File: config.mk
export PLATFORM = sky130hd
export DESIGN_NAME = bcr_reset_ctrl
export DESIGN_NICKNAME = d
export VERILOG_FILES = /design/src/core/bcr_pkg.sv /design/src/core/bcr_reset_ctrl.sv
export VERILOG_INCLUDE_DIRS = /design/src /design/src/core
export SDC_FILE = /design/constraint.sdc
export NUM_CORES = 1
export LEC_CHECK = 0
export CORE_ASPECT_RATIO = 1.4
export CORE_UTILIZATION = 45
export DETAILED_ROUTE_END_ITERATION = 8
export DONT_BUFFER_PORTS = 1
export HOLD_SLACK_MARGIN = 0.1
export PLACE_DENSITY_LB_ADDON = 0.3
export SLEW_MARGIN = 10
export SYNTH_ARGS = -nofsm -noshare
export SYNTH_HDL_FRONTEND = slang
export SYNTH_SLANG_ARGS = --single-unit
File: constraint.sdc
create_clock -name core_clk -period 1.9 [get_ports core_clk]
set_input_delay 0.19 -clock core_clk [delete_from_list [all_inputs] [get_ports core_clk]]
set_output_delay 0.19 -clock core_clk [all_outputs]
set_load 0.02 [all_outputs]
File: src/core/bcr_consts.svh
// bcr_consts.svh: frequencies, codes and timing counts for the boot config / reset block
// assumes inclusion by bare name from the package and the module
`ifndef BCR_CONSTS_SVH
`define BCR_CONSTS_SVH
`define BCR_REFCLK_LO_MHZ 100
`define BCR_REFCLK_HI_MHZ 125
`define BCR_LANE_CLK_MHZ 2500
`define BCR_CORE_CLK_MHZ 250
`define BCR_MBUS_FAST_KHZ 400
`define BCR_MBUS_SLOW_KHZ 100
`define BCR_MODE_NORMAL 4'h0
`define BCR_MODE_NORMAL_EEPROM 4'h1
`define BCR_MODE_W 4
`define BCR_SETTLE_CYC 8'h10
`endif

File: src/core/bcr_pkg.sv
// bcr_pkg.sv: types for the boot config / reset block
// assumes bcr_consts.svh on the include path
`include "bcr_consts.svh"
package bcr_pkg;
  typedef struct packed {
    logic [`BCR_MODE_W-1:0] mode;
    logic halt;
    logic mbus_slow;
    logic cclk_us;
    logic cclk_ds;
    logic refclk_hi;
  } bcr_boot_s;
  typedef enum logic [2:0] {
    BCR_ST_RESET,
    BCR_ST_SAMPLE,
    BCR_ST_INIT,
    BCR_ST_HALT,
    BCR_ST_RUN
  } bcr_state_e;
endpackage : bcr_pkg

File: src/core/bcr_reset_ctrl.sv
// bcr_reset_ctrl.sv: reset sequencing and boot configuration capture
// assumes straps and fundamental_reset_n are asynchronous pins; others are core_clk logic
//
// Behaviour
// - refclk select strap low means 100 MHz, high means 125 MHz.
// - each PLL yields a 2.5 GHz lane clock and 250 MHz core clock.
// - common clock straps report shared reference per upstream and downstream side.
// - boot vector captured only at fundamental reset release, ignored otherwise.
// - serial memory initialization may change any software visible register bit.
// - memory or slave bus may override overridable boot bits during fundamental reset.
// - slow strap makes master bus 100 KHz not 400 KHz, never overridden.
// - status reports boot values sampled at most recent cold reset.
// - fundamental reset input resets all logic and starts link fundamental reset.
// - halt strap keeps device in reset after sequence, management buses active.
// - clearing the control halt bit releases the halted reset state.
// - mode 0x0 normal, 0x1 normal with memory init, others reserved.
// - four reset kinds: fundamental, hot, upstream and downstream secondary bus.
// - fundamental reset clears all logic including sticky fields.
// - hot reset clears logic but keeps sticky fields.
// - upstream secondary bus reset hot-resets all but upstream bridge.
// - downstream secondary bus reset propagates hot reset onto its link.
// - first reset after power-up is cold, later fundamental resets are warm.
// - writing the fundamental reset request bit starts a warm fundamental reset.
// - reset without input assertion reuses previously sampled boot values.
// - halt strap sets status halt bit during reset sequence.
`timescale 1ns/1ps
`default_nettype none
`include "bcr_consts.svh"
module bcr_reset_ctrl
  import bcr_pkg::*;
(
  input wire logic core_clk,
  input wire logic rstn,
  input wire logic fundamental_reset_n,
  input wire logic refclk_freq_select,
  input wire logic common_clock_upstream,
  input wire logic common_clock_downstream,
  input wire logic master_mgmt_bus_slow_select,
  input wire logic halt_after_reset,
  input wire logic [`BCR_MODE_W-1:0] switch_operating_mode_sel,
  input wire logic fundamental_reset_request,
  input wire logic halt_clear,
  input wire logic hot_reset_req,
  input wire logic us_sec_bus_reset_req,
  input wire logic ds_sec_bus_reset_req,
  input wire logic ovr_valid,
  input wire bcr_boot_s ovr_boot,
  input wire logic eeprom_init_done,
  output logic core_reset_n,
  output logic sticky_reset_n,
  output logic link_fund_reset,
  output logic vbus_hot_reset,
  output logic us_bridge_hot_reset,
  output logic ds_link_hot_reset,
  output logic eeprom_init_start,
  output logic mgmt_bus_enable,
  output logic mbus_slow_mode,
  output logic refclk_is_125,
  output logic ssc_must_disable,
  output logic mode_reserved,
  output logic cold_reset_seen,
  output bcr_boot_s switch_status_register,
  output bcr_boot_s boot_active
);
  // pin synchronisers
  logic [1:0] prst_sync_r;
  logic [8:0] strap_s1_r;
  logic [8:0] strap_s2_r;
  logic pin_seen_r;
  logic [7:0] settle_r;
  logic [7:0] settle_nxt;
  logic powered_r;
  logic warm_req_r;
  logic halt_r;
  logic eeprom_busy_r;
  bcr_state_e state_r;
  bcr_state_e state_nxt;
  bcr_boot_s sampled_r;
  bcr_boot_s cold_r;
  bcr_boot_s strap_w;
  bcr_boot_s merged_w;
  wire pin_rst_w = ~prst_sync_r[1];
  wire fund_w = pin_rst_w | warm_req_r;
  wire in_reset_w = (state_r != BCR_ST_RUN);
  wire eeprom_mode_w = (sampled_r.mode == `BCR_MODE_NORMAL_EEPROM);
  wire settled_w = (settle_r == 8'h00);
  wire eeprom_busy_nxt_w = (pin_seen_r ? strap_w.mode : sampled_r.mode) == `BCR_MODE_NORMAL_EEPROM;

  always_ff @(posedge core_clk) begin
    prst_sync_r <= {prst_sync_r[0], fundamental_reset_n};
  end

  always_ff @(posedge core_clk) begin
    strap_s1_r <= {switch_operating_mode_sel, halt_after_reset, master_mgmt_bus_slow_select,
                   common_clock_upstream, common_clock_downstream, refclk_freq_select};
    strap_s2_r <= strap_s1_r;
  end

  // straps read only through the second stage
  assign strap_w.mode = strap_s2_r[8:5];
  assign strap_w.halt = strap_s2_r[4];
  assign strap_w.mbus_slow = strap_s2_r[3];
  assign strap_w.cclk_us = strap_s2_r[2];
  assign strap_w.cclk_ds = strap_s2_r[1];
  assign strap_w.refclk_hi = strap_s2_r[0];

  // override merge: slow mode keeps the sampled value
  always_comb begin
    merged_w = sampled_r;
    if (ovr_valid && in_reset_w) begin
      merged_w = ovr_boot;
      merged_w.mbus_slow = sampled_r.mbus_slow;
    end
  end

  always_comb begin
    state_nxt = state_r;
    settle_nxt = (settle_r == 8'h00) ? 8'h00 : settle_r - 8'h01;
    unique case (state_r)
      BCR_ST_RESET: if (!fund_w) begin
        state_nxt = BCR_ST_SAMPLE;
      end
      BCR_ST_SAMPLE: begin
        state_nxt = BCR_ST_INIT;
        settle_nxt = `BCR_SETTLE_CYC;
      end
      BCR_ST_INIT: if (settled_w && !eeprom_busy_r) begin
        state_nxt = halt_r ? BCR_ST_HALT : BCR_ST_RUN;
      end
      BCR_ST_HALT: if (halt_clear) begin
        state_nxt = BCR_ST_RUN;
      end
      BCR_ST_RUN: ;
    endcase
    if (fund_w) begin
      state_nxt = BCR_ST_RESET;
    end
  end

  always_ff @(posedge core_clk) begin
    if (!rstn) begin
      state_r <= BCR_ST_RESET;
      settle_r <= 8'h00;
      powered_r <= 1'b0;
      warm_req_r <= 1'b0;
      halt_r <= 1'b0;
      eeprom_busy_r <= 1'b0;
      sampled_r <= '0;
      cold_r <= '0;
    end else begin
      state_r <= state_nxt;
      settle_r <= settle_nxt;
      // request held until the reset state is reached
      if (fundamental_reset_request) begin
        warm_req_r <= 1'b1;
      end else if (state_r == BCR_ST_RESET) begin
        warm_req_r <= 1'b0;
      end
      if (state_r == BCR_ST_SAMPLE) begin
        if (pin_seen_r) begin
          sampled_r <= strap_w;
          if (!powered_r) begin
            cold_r <= strap_w;
          end
        end
        powered_r <= 1'b1;
        eeprom_busy_r <= eeprom_busy_nxt_w;
      end else if (in_reset_w) begin
        sampled_r <= merged_w;
      end
      if (state_r == BCR_ST_INIT && eeprom_init_done) begin
        eeprom_busy_r <= 1'b0;
      end
      if (state_r == BCR_ST_INIT) begin
        halt_r <= sampled_r.halt;
      end else if (state_r == BCR_ST_HALT && halt_clear) begin
        halt_r <= 1'b0;
      end else if (state_r == BCR_ST_RESET) begin
        halt_r <= 1'b0;
      end
    end
  end

  // pin assertion seen since last sample
  always_ff @(posedge core_clk) begin
    if (!rstn) begin
      pin_seen_r <= 1'b1;
    end else if (pin_rst_w) begin
      pin_seen_r <= 1'b1;
    end else if (state_r == BCR_ST_SAMPLE) begin
      pin_seen_r <= 1'b0;
    end
  end

  // next values of the registered outputs
  wire core_reset_n_nxt = (state_r == BCR_ST_RUN) && !fund_w && !hot_reset_req;
  wire sticky_reset_n_nxt = !fund_w && (state_r != BCR_ST_RESET);
  wire link_fund_reset_nxt = (state_r == BCR_ST_RESET);
  wire vbus_hot_reset_nxt = hot_reset_req | us_sec_bus_reset_req;
  wire us_bridge_hot_reset_nxt = hot_reset_req;
  wire ds_link_hot_reset_nxt = hot_reset_req | ds_sec_bus_reset_req;
  wire eeprom_init_start_nxt = (state_r == BCR_ST_SAMPLE) && eeprom_busy_nxt_w;
  wire mgmt_bus_enable_nxt = (state_r == BCR_ST_HALT) || (state_r == BCR_ST_RUN) || (state_r == BCR_ST_INIT);
  wire ssc_must_disable_nxt = !(sampled_r.cclk_us && sampled_r.cclk_ds);
  wire mode_reserved_nxt = (sampled_r.mode != `BCR_MODE_NORMAL) && !eeprom_mode_w;

  // status shows cold-sampled straps with a live halt bit
  bcr_boot_s status_nxt_w;
  assign status_nxt_w.mode = cold_r.mode;
  assign status_nxt_w.halt = halt_r;
  assign status_nxt_w.mbus_slow = cold_r.mbus_slow;
  assign status_nxt_w.cclk_us = cold_r.cclk_us;
  assign status_nxt_w.cclk_ds = cold_r.cclk_ds;
  assign status_nxt_w.refclk_hi = cold_r.refclk_hi;

  // reset outputs
  always_ff @(posedge core_clk) begin
    if (!rstn) begin
      core_reset_n <= 1'b0;
    end else begin
      core_reset_n <= core_reset_n_nxt;
    end
  end

  always_ff @(posedge core_clk) begin
    if (!rstn) begin
      sticky_reset_n <= 1'b0;
    end else begin
      sticky_reset_n <= sticky_reset_n_nxt;
    end
  end

  always_ff @(posedge core_clk) begin
    if (!rstn) begin
      link_fund_reset <= 1'b1;
    end else begin
      link_fund_reset <= link_fund_reset_nxt;
    end
  end

  // hot and secondary bus resets
  always_ff @(posedge core_clk) begin
    if (!rstn) begin
      vbus_hot_reset <= 1'b0;
    end else begin
      vbus_hot_reset <= vbus_hot_reset_nxt;
    end
  end

  always_ff @(posedge core_clk) begin
    if (!rstn) begin
      us_bridge_hot_reset <= 1'b0;
    end else begin
      us_bridge_hot_reset <= us_bridge_hot_reset_nxt;
    end
  end

  always_ff @(posedge core_clk) begin
    if (!rstn) begin
      ds_link_hot_reset <= 1'b0;
    end else begin
      ds_link_hot_reset <= ds_link_hot_reset_nxt;
    end
  end

  // init and management bus
  always_ff @(posedge core_clk) begin
    if (!rstn) begin
      eeprom_init_start <= 1'b0;
    end else begin
      eeprom_init_start <= eeprom_init_start_nxt;
    end
  end

  always_ff @(posedge core_clk) begin
    if (!rstn) begin
      mgmt_bus_enable <= 1'b0;
    end else begin
      mgmt_bus_enable <= mgmt_bus_enable_nxt;
    end
  end

  always_ff @(posedge core_clk) begin
    if (!rstn) begin
      mbus_slow_mode <= 1'b0;
    end else begin
      mbus_slow_mode <= sampled_r.mbus_slow;
    end
  end

  // configuration outputs
  always_ff @(posedge core_clk) begin
    if (!rstn) begin
      refclk_is_125 <= 1'b0;
    end else begin
      refclk_is_125 <= sampled_r.refclk_hi;
    end
  end

  always_ff @(posedge core_clk) begin
    if (!rstn) begin
      ssc_must_disable <= 1'b0;
    end else begin
      ssc_must_disable <= ssc_must_disable_nxt;
    end
  end

  always_ff @(posedge core_clk) begin
    if (!rstn) begin
      mode_reserved <= 1'b0;
    end else begin
      mode_reserved <= mode_reserved_nxt;
    end
  end

  always_ff @(posedge core_clk) begin
    if (!rstn) begin
      cold_reset_seen <= 1'b0;
    end else begin
      cold_reset_seen <= powered_r;
    end
  end

  always_ff @(posedge core_clk) begin
    if (!rstn) begin
      switch_status_register <= '0;
    end else begin
      switch_status_register <= status_nxt_w;
    end
  end

  always_ff @(posedge core_clk) begin
    if (!rstn) begin
      boot_active <= '0;
    end else begin
      boot_active <= sampled_r;
    end
  end
endmodule : bcr_reset_ctrl
`default_nettype wire

==> results of run 1 <==
==> sequential cells by signal, summed over array words and instances, names as in the netlist, 2 cells and up <==
| signal | flops |
|---|---|
| boot_active | 9 |
| cold_r | 8 |
| prst_sync_r | 2 |
| sampled_r | 9 |
| settle_r | 8 |
| state_r | 3 |
| strap_s1_r | 9 |
| strap_s2_r | 9 |
| switch_status_register | 9 |
==> power breakdown <==
part	internal, mW	total [mW]	leakage (nW)	switching [mW]
Sequential	1.85	2.01	0.677	0.151
Combinational	0.258	0.517	0.444	0.259
Clock	0.745	1.36	0.107	0.617
Total	2.86	3.88	1.23	1.03
==> metrics by stage <==
stage | setup WS [ps] | util (%) | hold slack (ps) | instance area [µm²]
after floorplan | 495 | - | 218 | 2680
after global placement | 341 | 48.2 | 218 | 2720
after detailed placement | 334 | 48.2 | 218 | 2720
after CTS | 241 | 56.7 | 109 | 3200
after global routing | 66.0 | 56.7 | 112 | 3200
final | 252 | 56.7 | 121 | 3200
==> critical path: cells and delay by family, from the launching register on <==
family                 cells  cell delay, ps
buffers and inverters      2             760
AND/OR/NAND/NOR            2             170
flip-flops                 1             610
==> cells in the final DEF, fill, tap and decap left out, drive strengths merged, types with 5 or more instances in the layout <==
master       Yosys  layout
a21boi          13      13
nand2           42      42
dlygate4sd3      0      24
clkbuf          10      10
nor2             9       9
a21oi           12      12
nor2b            5       5
o21ai           20      20
nand3            6       6
inv              4       5
and2            20      20
nor3             6       6
dfxtp           82      82
a31oi           10      10
==> layer usage <==
metal,GRT usage [%],up-vias,routed length (µm)
li1,-,963,-
met1,21.3,817,2140
met2,27.0,52,2360
met3,6.46,11,253
met4,10.1,0,132
met5,0,-,0
==> cells by family after synthesis <==
group	Yosys count	share of synthesized area [%]
simple gates	104	20.5
flops	82	61.2
fa+ha+maj	1	0.466
buf+inv	19	3.08
compound gates	64	14.8
==> final cells by class <==
cell class | instances | area, µm² | share of cell area (%)
Clock buffer | 10 | 128 | 3.99
Timing Repair Buffer | 28 | 283 | 8.84
Tap cell | 68 | 85.1 | 2.66
Inverter | 4 | 15.0 | 0.469
Clock inverter | 6 | 90.1 | 2.81
Sequential cell | 82 | 1640 | 51.3
Multi-Input combinational cell | 169 | 958 | 29.9
==> path summary, 6_finish.rpt <==
check                     start              end  cells after the start
hold reg to reg   strap_s1_r[4]    strap_s2_r[4]                      0
setup reg to reg     state_r[0]  link_fund_reset                      4
hold / removal             rstn       state_r[2]                      2
setup / recovery     state_r[0]  link_fund_reset                      4
==> results.txt, run 1 <==
----------------------------------------------------
[Routing]
  WL per Instance ... 13.3 µm
  Post-route DRC ... 0
  Number of vias per cell after detailed routing ... between 5 and 6
  Drt pass-1 iters ... 4
  Wire length after detailed routing ... between 4 and 5 mm
  DRC violation total after the first TritonRoute iteration ... between 100 and 150
  Total number of vias ... 1843
  Antenna-violating nets left ... 0

[Timing]
  Final Critical Period ... 1650 ps
  Slew Limit Headroom ... between 60% and 70%
  Number of setup violations in the final report ... 0
  Hold Vio Cnt, Final ... 0
  Fraction of the cycle the final worst path needs ... about 87%
  Transition at the pin with the smallest max-transition slack ... 464 ps
  Unrepaired setup endpoints after global routing ... false
  Summed negative setup slack over all endpoints ... 0 ps
  Highest attainable clock frequency ... 607 MHz
  Largest clock skew in the final design ... 7.63 ps
  Max-slew violation count ... 0

[Die]
  Core ar. ... 5650 µm²
  Die outline width ... 67.3 µm
  Cell Rows ... 32
  Die extent in y ... 93.4 µm
  Initial Utilization ... 47.5%
  Area enclosed by the die boundary ... between 6000 and 7000 µm²
  Top-level I/O count ... between 50 and 60

[Layout]
  Non-filler cells in the finished layout ... 367
  NumNets Final ... 323
  Antenna diode count ... 0
  Synth-to-Final Area Change ... 19.3%
  Proportion of layout cells with a drive suffix above 1 ... 8.03%
  Filler Cell Count ... around 510

[Worst setup path]
  Start-to-end type of the worst setup path ... reg -> reg
  Cells along the critical path ... inv_1 -> nand2_1 -> nand2_1 -> dlygate4sd3_1
  Critical path arrival ... 1890 ps
  Data required, critical path ... approximately 2100 ps
  Worst reg-to-reg setup slack ... roughly 250 ps
  Cell type with the highest occurrence count on the critical path ... nand2_1
  Element type at the critical path end ... register
  Launching element type of the critical path ... register
  Critical-path cell with the highest stage delay ... dfxtp_1
  Slowest cell delay on critical path ... between 600 and 700 ps
  CP max FO ... 16

[Global routing]
  Via count of the first global-routing pass ... around 1700
  Maximum number of pins on one net before global-route repair ... 52
  Number of antenna violations at the first check in global routing ... 0
  Leftover overflow at the end of global routing ... 0
  First-pass GRT wire length ... 8.12 mm
  Global-route usage over all layers ... 17.8%

[Place]
  DP Cell Count ... 326
  Final RePlAce weighted congestion ... 0.758
  Count of buffers from port buffering ... 0
  Detail Placement HPWL ... 3.12 mm

[Synth]
  Cell area after technology mapping ... 2680 µm²
  Most used DFF post-synth ... dfxtp_1
  Most frequent cells after synthesis ... 82 x dfxtp_1, 42 x nand2_1, 20 x and2_1, 20 x o21ai_0, 13 x a21boi_0
  Cells after synthesis ... 270
  Dominant cell by count in the synthesized netlist ... dfxtp_1
  Proportion of synthesized chip area in sequential cells ... 61.2%
  Number of nets in the synthesized netlist ... 299
  Count of synthesis-stage warnings from yosys ... 0
  Avg Cell Area, Syn ... roughly 9.9 µm²
  Library cell occupying the most area in the post-synthesis netlist ... dfxtp_1
  Cell types occupying the most area after synthesis ... dfxtp_1 61%, nand2_1 5.9%, and2_1 4.7%, o21ai_0 3.7%, a21boi_0 3.6%
  Number of synthesized flops with an enable pin ... 0
  Asr flop ratio synth ... 0%
  Count of cell types in the netlist ... 36
  Area share of the largest cell type after synthesis ... just over 60%
  Yosys reg bits ... 82

[Hold path]
  Type of the tightest min-delay check ... in -> reg

[Clocking]
  Clock tree from TritonCTS ... built
  Number of buffers added by the clock tree synthesis step ... 9
  Clock-pin slew of the registers on the worst-case setup and hold paths ... approximately 80 ps
  CTS root buffer ... clkbuf_8
  Count of H-tree levels built during CTS ... 3
  Post-CTS setup repair buffer count ... 0
  Worst-case clock buffer depth ... 2
  Hold Buf Count CTS ... 25
  Count of cells resized by post-cts repair ... 0
  CTS sink count ... ~80
  Later-pin clock latency in the skew report ... roughly 350 ps

[Pwr]
  Cell area power density ... 1210 nW/µm²
  Lkg Pwr ... 1.23 nW
  Power, Total ... 3.88 mW
  Maximum ir drop on the vdd rail ... approximately 580 µV

[Flow run]
  Total of max-cap violations ... 0

[Outcome]
  Run status ... complete, no violations

----------------------------------------------------
No activity file was read; power rests on OpenSTA's default activity.
==> inputs of run 2 (changes only) <==
Settings changed: MAX_ROUTING_LAYER from default to met4.
==> run 2 against run 1 <==
Against the previous run: clock power about the same; flip-flop and latch count unchanged; critical path type unchanged; critical path depth unchanged; largest cell class unchanged; combinational power about the same; first-iteration DRC count decreased by 6.5%; clock skew increased by 0.97 ps; highest routed layer unchanged; design area unchanged.
==> results.txt, run 2 (synthesized netlist as in run 1, its figures left out) <==
----------------------------------------------------
[Pwr]
  Maximum ir drop on the vdd rail ... 585 µV (+0.28%)
  Lkg Pwr ... 1.23 nW (unchanged)
  Cell area power density ... 1210 nW/µm² (about the same)

[Timing]
  Number of setup violations in the final report ... 0 (unchanged)
  Unrepaired setup endpoints after global routing ... false
  Fraction of the cycle the final worst path needs ... 87.2% (+0.44 points)
  Max-slew violation count ... 0 (unchanged)
  Largest clock skew in the final design ... 8.60 ps (+0.974 ps)
  Final Critical Period ... 1660 ps (+8.44 ps)
  Final worst hold slack ... 122 ps (+0.879 ps)
  Highest attainable clock frequency ... 604 MHz (-0.51%)
  Transition at the pin with the smallest max-transition slack ... 470 ps (+5.51 ps)
  Slew Limit Headroom ... 68.6% (-0.37 points)
  Hold Vio Cnt, Final ... 0 (unchanged)
  Summed negative setup slack over all endpoints ... 0 ps (unchanged)

[Worst setup path]
  Family of cells with the greatest summed delay on the critical path ... buffers and inverters
  Cell count of the worst reg-to-reg path ... 4 (unchanged)
  Start-to-end type of the worst setup path ... reg -> reg
  Source of the worst register-to-register timing path ... state_r[0]
  Critical path arrival ... 1900 ps (about the same)
  Buffers plus inverters on the worst setup path ... 2 (unchanged)
  Critical-path cell with the highest stage delay ... dfxtp_1
  Worst reg-to-reg setup slack ... 240 ps (about the same)
  Element type at the critical path end ... register
  CP max FO ... 16 (unchanged)
  Reg-to-Reg End ... link_fund_reset
  Launching element type of the critical path ... register
  Cells along the critical path ... inv_1 -> nand2_1 -> nand2_1 -> dlygate4sd3_1
  Slowest cell delay on critical path ... 620 ps (about the same)
  Cell type with the highest occurrence count on the critical path ... nand2_1
  Data required, critical path ... 2140 ps (about the same)

[Layout]
  Cell area after layout ... 3200 µm² (unchanged)
  Non-filler cells in the finished layout ... 367 (unchanged)
  Antenna diode count ... 0 (unchanged)
  Proportion of layout cells with a drive suffix above 1 ... 8.03% (unchanged)
  NumNets Final ... 323 (unchanged)
  Most common library cell in the layout ignoring fill and taps ... dfxtp_1
  Synth-to-Final Area Change ... 19.3% (unchanged)
  Filler Cell Count ... 507 (unchanged)
  Most frequent cells in the layout ... 82 x dfxtp_1, 42 x nand2_1, 24 x dlygate4sd3_1

[Routing]
  WL per Instance ... 13.3 µm (about the same)
  Post-route DRC ... 0 (unchanged)
  Wire length after detailed routing ... 4.89 mm (about the same)
  Drt pass-1 iters ... 5 (+1)
  Antenna-violating nets left ... 0 (unchanged)
  Total number of vias ... 1846 (+0.16%)
  Number of vias per cell after detailed routing ... 5.03 (+0.16%)
  DRC violation total after the first TritonRoute iteration ... 100 (-6.5%)

[Clocking]
  Count of H-tree levels built during CTS ... 3 (unchanged)
  Number of buffers added by the clock tree synthesis step ... 9 (unchanged)
  Count of cells resized by post-cts repair ... 0 (unchanged)
  Clock-pin slew of the registers on the worst-case setup and hold paths ... 80 ps (about the same)
  CTS sink count ... 82 (unchanged)
  Hold Buf Count CTS ... 25 (unchanged)
  Worst-case clock buffer depth ... 2 (unchanged)
  Post-CTS setup repair buffer count ... 0 (unchanged)
  Later-pin clock latency in the skew report ... 350 ps (about the same)
  CTS root buffer ... clkbuf_8
  Clock tree from TritonCTS ... built

[Place]
  Detail Placement HPWL ... 3.12 mm (unchanged)
  Area post-placement ... 2720 µm² (unchanged)
  Final RePlAce weighted congestion ... 0.768 (+1.3%)
  Count of buffers from port buffering ... 0 (unchanged)
  DP Cell Count ... 326 (unchanged)

[Global routing]
  Grt met3 use ... 6.34% (-0.12 points)
  Maximum number of pins on one net before global-route repair ... 52 (unchanged)
  Number of antenna violations at the first check in global routing ... 0 (unchanged)
  Highest-utilization routing layer at the global route stage ... met2
  Leftover overflow at the end of global routing ... 0 (unchanged)
  Met2 layer usage reported by global route ... 26.9% (-0.083 points)
  Global-route usage over all layers ... 18.3% (+0.50 points)
  Via count of the first global-routing pass ... 1670 (-0.12%)
  Met1 track demand over resource in global routing ... 21.5% (+0.23 points)
  First-pass GRT wire length ... 8.13 mm (about the same)

[Die]
  Cell Rows ... 32 (unchanged)
  Area enclosed by the die boundary ... 6280 µm² (unchanged)
  Core ar. ... 5650 µm² (unchanged)
  Die extent in y ... 93.4 µm (unchanged)
  Top-level I/O count ... 59 (unchanged)
  Die outline width ... 67.3 µm (unchanged)
  Initial Utilization ... 47.5% (unchanged)

[Hold path]
  Sink of the worst hold path ... eeprom_busy_r
  WHS Path Cells ... 3 (+1)
  Origin of the worst min-delay path ... eeprom_init_done
  Type of the tightest min-delay check ... in -> reg

[Outcome]
  Run status ... complete, no violations

[Flow run]
  Total of max-cap violations ... 0 (unchanged)

----------------------------------------------------
-- run 2: cell counts in the layout (fill, tap and decap cells not counted) --
Identical to the previous run, type by type.
-- run 2: layout make-up --
type | count | area, µm² | area share, %
multi-input cells | 169 | 958 | 29.9
well taps | 68 | 85.1 | 2.66
inverters | 4 | 15.0 | 0.469
repair buffers | 28 | 283 | 8.84
clock buffers | 10 | 128 | 3.99
clock inverters | 6 | 90.1 | 2.81
flip-flops and latches | 82 | 1640 | 51.3
-- run 2: report_power, final --
| group | internal, mW | switching [mW] |
|---|---|---|
| Clock | 0.745 | 0.616 |
| Sequential | 1.85 | 0.151 |
| Combinational | 0.258 | 0.257 |
-- run 2: tightest hold or removal path, delay by kind of cell --
kind               cells  cell delay [ps]
and+or+nand+nor        1               30
AOI/OAI and AO/OA      2              200
-- run 2: routing by layer --
| metal | up-vias | wire (µm) |
|---|---|---|
| met5 | - | 0 |
| met4 | 0 | 109 |
| met3 | 8 | 262 |
| met2 | 50 | 2380 |
| met1 | 824 | 2140 |
| li1 | 964 | - |
-- run 2: stage by stage --
| step | setup WS, ps | total power, mW | utilization [%] |
|---|---|---|---|
| floorplan | 495 | 2.41 | - |
| global placement | 341 | 2.48 | 48.2 |
| detailed placement | 334 | 2.51 | 48.2 |
| CTS | 241 | 3.91 | 56.7 |
| global route | 65.9 | 4.11 | 56.7 |
| finish | 243 | 3.88 | 56.7 |
-- run 2: worst max-delay path by stage --
| stage | start | end | slack (ps) | cells after the start |
|---|---|---|---|---|
| after floorplan | settle_r[0] | settle_r[5] | 490 | 3 |
| after global placement | state_r[0] | eeprom_init_start | 340 | 5 |
| after detailed placement | state_r[0] | eeprom_init_start | 330 | 5 |
| after CTS | state_r[0] | link_fund_reset | 240 | 4 |
| after global routing | state_r[0] | link_fund_reset | 70 | 4 |
| final | state_r[0] | link_fund_reset | 240 | 4 |
==> inputs of run 3 (changes only) <==
Settings changed: CORE_ASPECT_RATIO 1.4 to 1.2, CORE_UTILIZATION 45 to 61.
==> run 3 against run 2 <==
Against the previous run: design area fell by 1.9%; largest power group unchanged; critical path depth unchanged; highest routed layer unchanged; critical path type unchanged; maximum frequency fell by 1.9%; register-to-register slack got worse by 30 ps; clock skew about the same; sequential share of layout area is 1.0 points higher; clock power fell by 20%.
==> results.txt, run 3 (synthesized netlist as in run 1, its figures left out) <==
----------------------------------------------------
[Outcome]
  Run status ... complete, no violations

[Worst setup path]
  Worst reg-to-reg setup slack ... 210 ps (-30 ps)
  Data required, critical path ... 2130 ps (about the same)
  Element type at the critical path end ... register
  Critical path arrival ... 1920 ps (+20 ps)
  Start-to-end type of the worst setup path ... reg -> reg
  CP max FO ... 16 (unchanged)
  Launching element type of the critical path ... register

[Timing]
  Slew Limit Headroom ... 70.4% (+1.8 points)
  Unrepaired setup endpoints after global routing ... false
  Max-slew violation count ... 0 (unchanged)
  Number of setup violations in the final report ... 0 (unchanged)
  Transition at the pin with the smallest max-transition slack ... 443 ps (-27.0 ps)
  Largest clock skew in the final design ... 8.45 ps (-0.149 ps)
  Highest attainable clock frequency ... 592 MHz (-1.9%)
  Hold Vio Cnt, Final ... 0 (unchanged)
  Final Critical Period ... 1690 ps (+31.6 ps)
  Fraction of the cycle the final worst path needs ... 88.8% (+1.7 points)
  Summed negative setup slack over all endpoints ... 0 ps (unchanged)
  Final setup margin ... 212 ps (-31.6 ps)

[Clocking]
  Later-pin clock latency in the skew report ... 340 ps (about the same)
  Number of buffers added by the clock tree synthesis step ... 9 (unchanged)
  Clock tree from TritonCTS ... built
  CTS sink count ... 82 (unchanged)
  Worst-case clock buffer depth ... 2 (unchanged)
  Clock-pin slew of the registers on the worst-case setup and hold paths ... 80 ps (about the same)
  Post-CTS setup repair buffer count ... 0 (unchanged)
  CTS root buffer ... clkbuf_8
  Count of cells resized by post-cts repair ... 0 (unchanged)
  Count of H-tree levels built during CTS ... 3 (unchanged)

[Pwr]
  Lkg Pwr ... 1.21 nW (-1.7%)
  Maximum ir drop on the vdd rail ... 721 µV (+23%)
  Power, Total ... 3.62 mW (-6.8%)
  Cell area power density ... 1150 nW/µm² (-5.0%)

[Layout]
  Proportion of layout cells with a drive suffix above 1 ... 7.38% (-0.64 points)
  Sequential cell area in the final layout ... 1640 µm² (unchanged)
  NumNets Final ... 323 (unchanged)
  Most common library cell in the layout ignoring fill and taps ... dfxtp_1
  Most frequent cells in the layout ... 82 x dfxtp_1, 42 x nand2_1, 24 x dlygate4sd3_1
  Non-filler cells in the finished layout ... 354 (-3.5%)
  Area of combinational cells with multiple inputs ... 958 µm² (unchanged)
  Post-layout util ... 74.2% (+18 points)
  Filler Cell Count ... 308 (-39%)
  Antenna diode count ... 0 (unchanged)
  Synth-to-Final Area Change ... 17.0%

[Global routing]
  Number of antenna violations at the first check in global routing ... 0 (unchanged)
  First-pass GRT wire length ... 7.65 mm (-5.9%)
  Leftover overflow at the end of global routing ... 0 (unchanged)
  Maximum number of pins on one net before global-route repair ... 52 (unchanged)
  Via count of the first global-routing pass ... 1663 (-0.42%)
  Global-route usage over all layers ... 22.9% (+4.5 points)

[Die]
  Core ar. ... 4230 µm² (-25%)
  Die extent in y ... 74.6 µm (-20%)
  Die outline width ... 62.5 µm (-7.0%)
  Initial Utilization ... 63.4% (+16 points)
  Top-level I/O count ... 59 (unchanged)
  Cell Rows ... 26 (-19%)
  Area enclosed by the die boundary ... 4670 µm² (-26%)

[Routing]
  Wire length after detailed routing ... 4.85 mm (-0.63%)
  Post-route DRC ... 0 (unchanged)
  Number of vias per cell after detailed routing ... 5.34 (+6.1%)
  DRC violation total after the first TritonRoute iteration ... 116 (+16%)
  Total number of vias ... 1889 (+2.3%)
  Antenna-violating nets left ... 0 (unchanged)
  Drt pass-1 iters ... 5 (unchanged)
  WL per Instance ... 13.7 µm (+3.0%)

[Place]
  Post-placement worst setup slack ... 346 ps (+12.0 ps)
  DP Cell Count ... 314 (-3.7%)
  Detail Placement HPWL ... 3.05 mm (-2.4%)
  Final RePlAce weighted congestion ... 0.911 (+19%)
  Count of buffers from port buffering ... 0 (unchanged)

[Hold path]
  Type of the tightest min-delay check ... in -> reg

[Flow run]
  Total of max-cap violations ... 0 (unchanged)

----------------------------------------------------
==> run 3: changes by cell type in the layout (fill, tap and decap cells not counted), sizes merged <==
cell,delta
bufinv,-2
clkbuf,+3
clkinv,-1
inv,-1
==> run 3: routing by layer <==
metal  up-vias  share of wire, %  track usage [%]
met4         0               2.0             13.2
met2        49                49             36.6
met5         -                 0                -
met3         8               4.5             6.82
li1        962                 -                -
met1       870                45             25.7
==> run 3: worst paths after layout <==
kind / end / cells after the start / from
worst max-delay path: link_fund_reset / 4 / state_r[0]
worst min-delay path: pin_seen_r / 2 / rstn
worst min register to register: strap_s2_r[6] / 0 / strap_s1_r[6]
worst max register to register: link_fund_reset / 4 / state_r[0]
==> run 3: layout make-up <==
class | count | share of cell area, %
clock inverters | 2 | 0.399
repair buffers | 28 | 9.01
multi-input cells | 169 | 30.5
clock buffers | 13 | 5.06
inverters | 4 | 0.478
flip-flops and latches | 82 | 52.3
well taps | 56 | 2.23
==> run 3: timing repair <==
item	4_1_cts	5_1_grt
hold endpoints to repair	70	0
setup endpoints to repair	0	0
hold buffers	25	0
==> run 3: power by group <==
part	switching [mW]	leakage, nW	total (mW)	internal (mW)
logic	0.266	0.444	0.525	0.258
registers	0.148	0.677	2.00	1.86
clock network	0.552	0.0855	1.09	0.538
==> run 3: metrics by stage <==
stage                     hold WS, ps  cell area, µm²
after floorplan                   218            2680
after global placement            218            2710
after detailed placement          218            2710
after CTS                         116            3140
after global routing              125            3140
final                             127            3140
==> run 3: worst max-delay path, cell delays in order (launching register included) <==
cell,delay [ps]
dfxtp_1,600
inv_1,210
nand2_1,130
nand2_1,70
dlygate4sd3_1,560
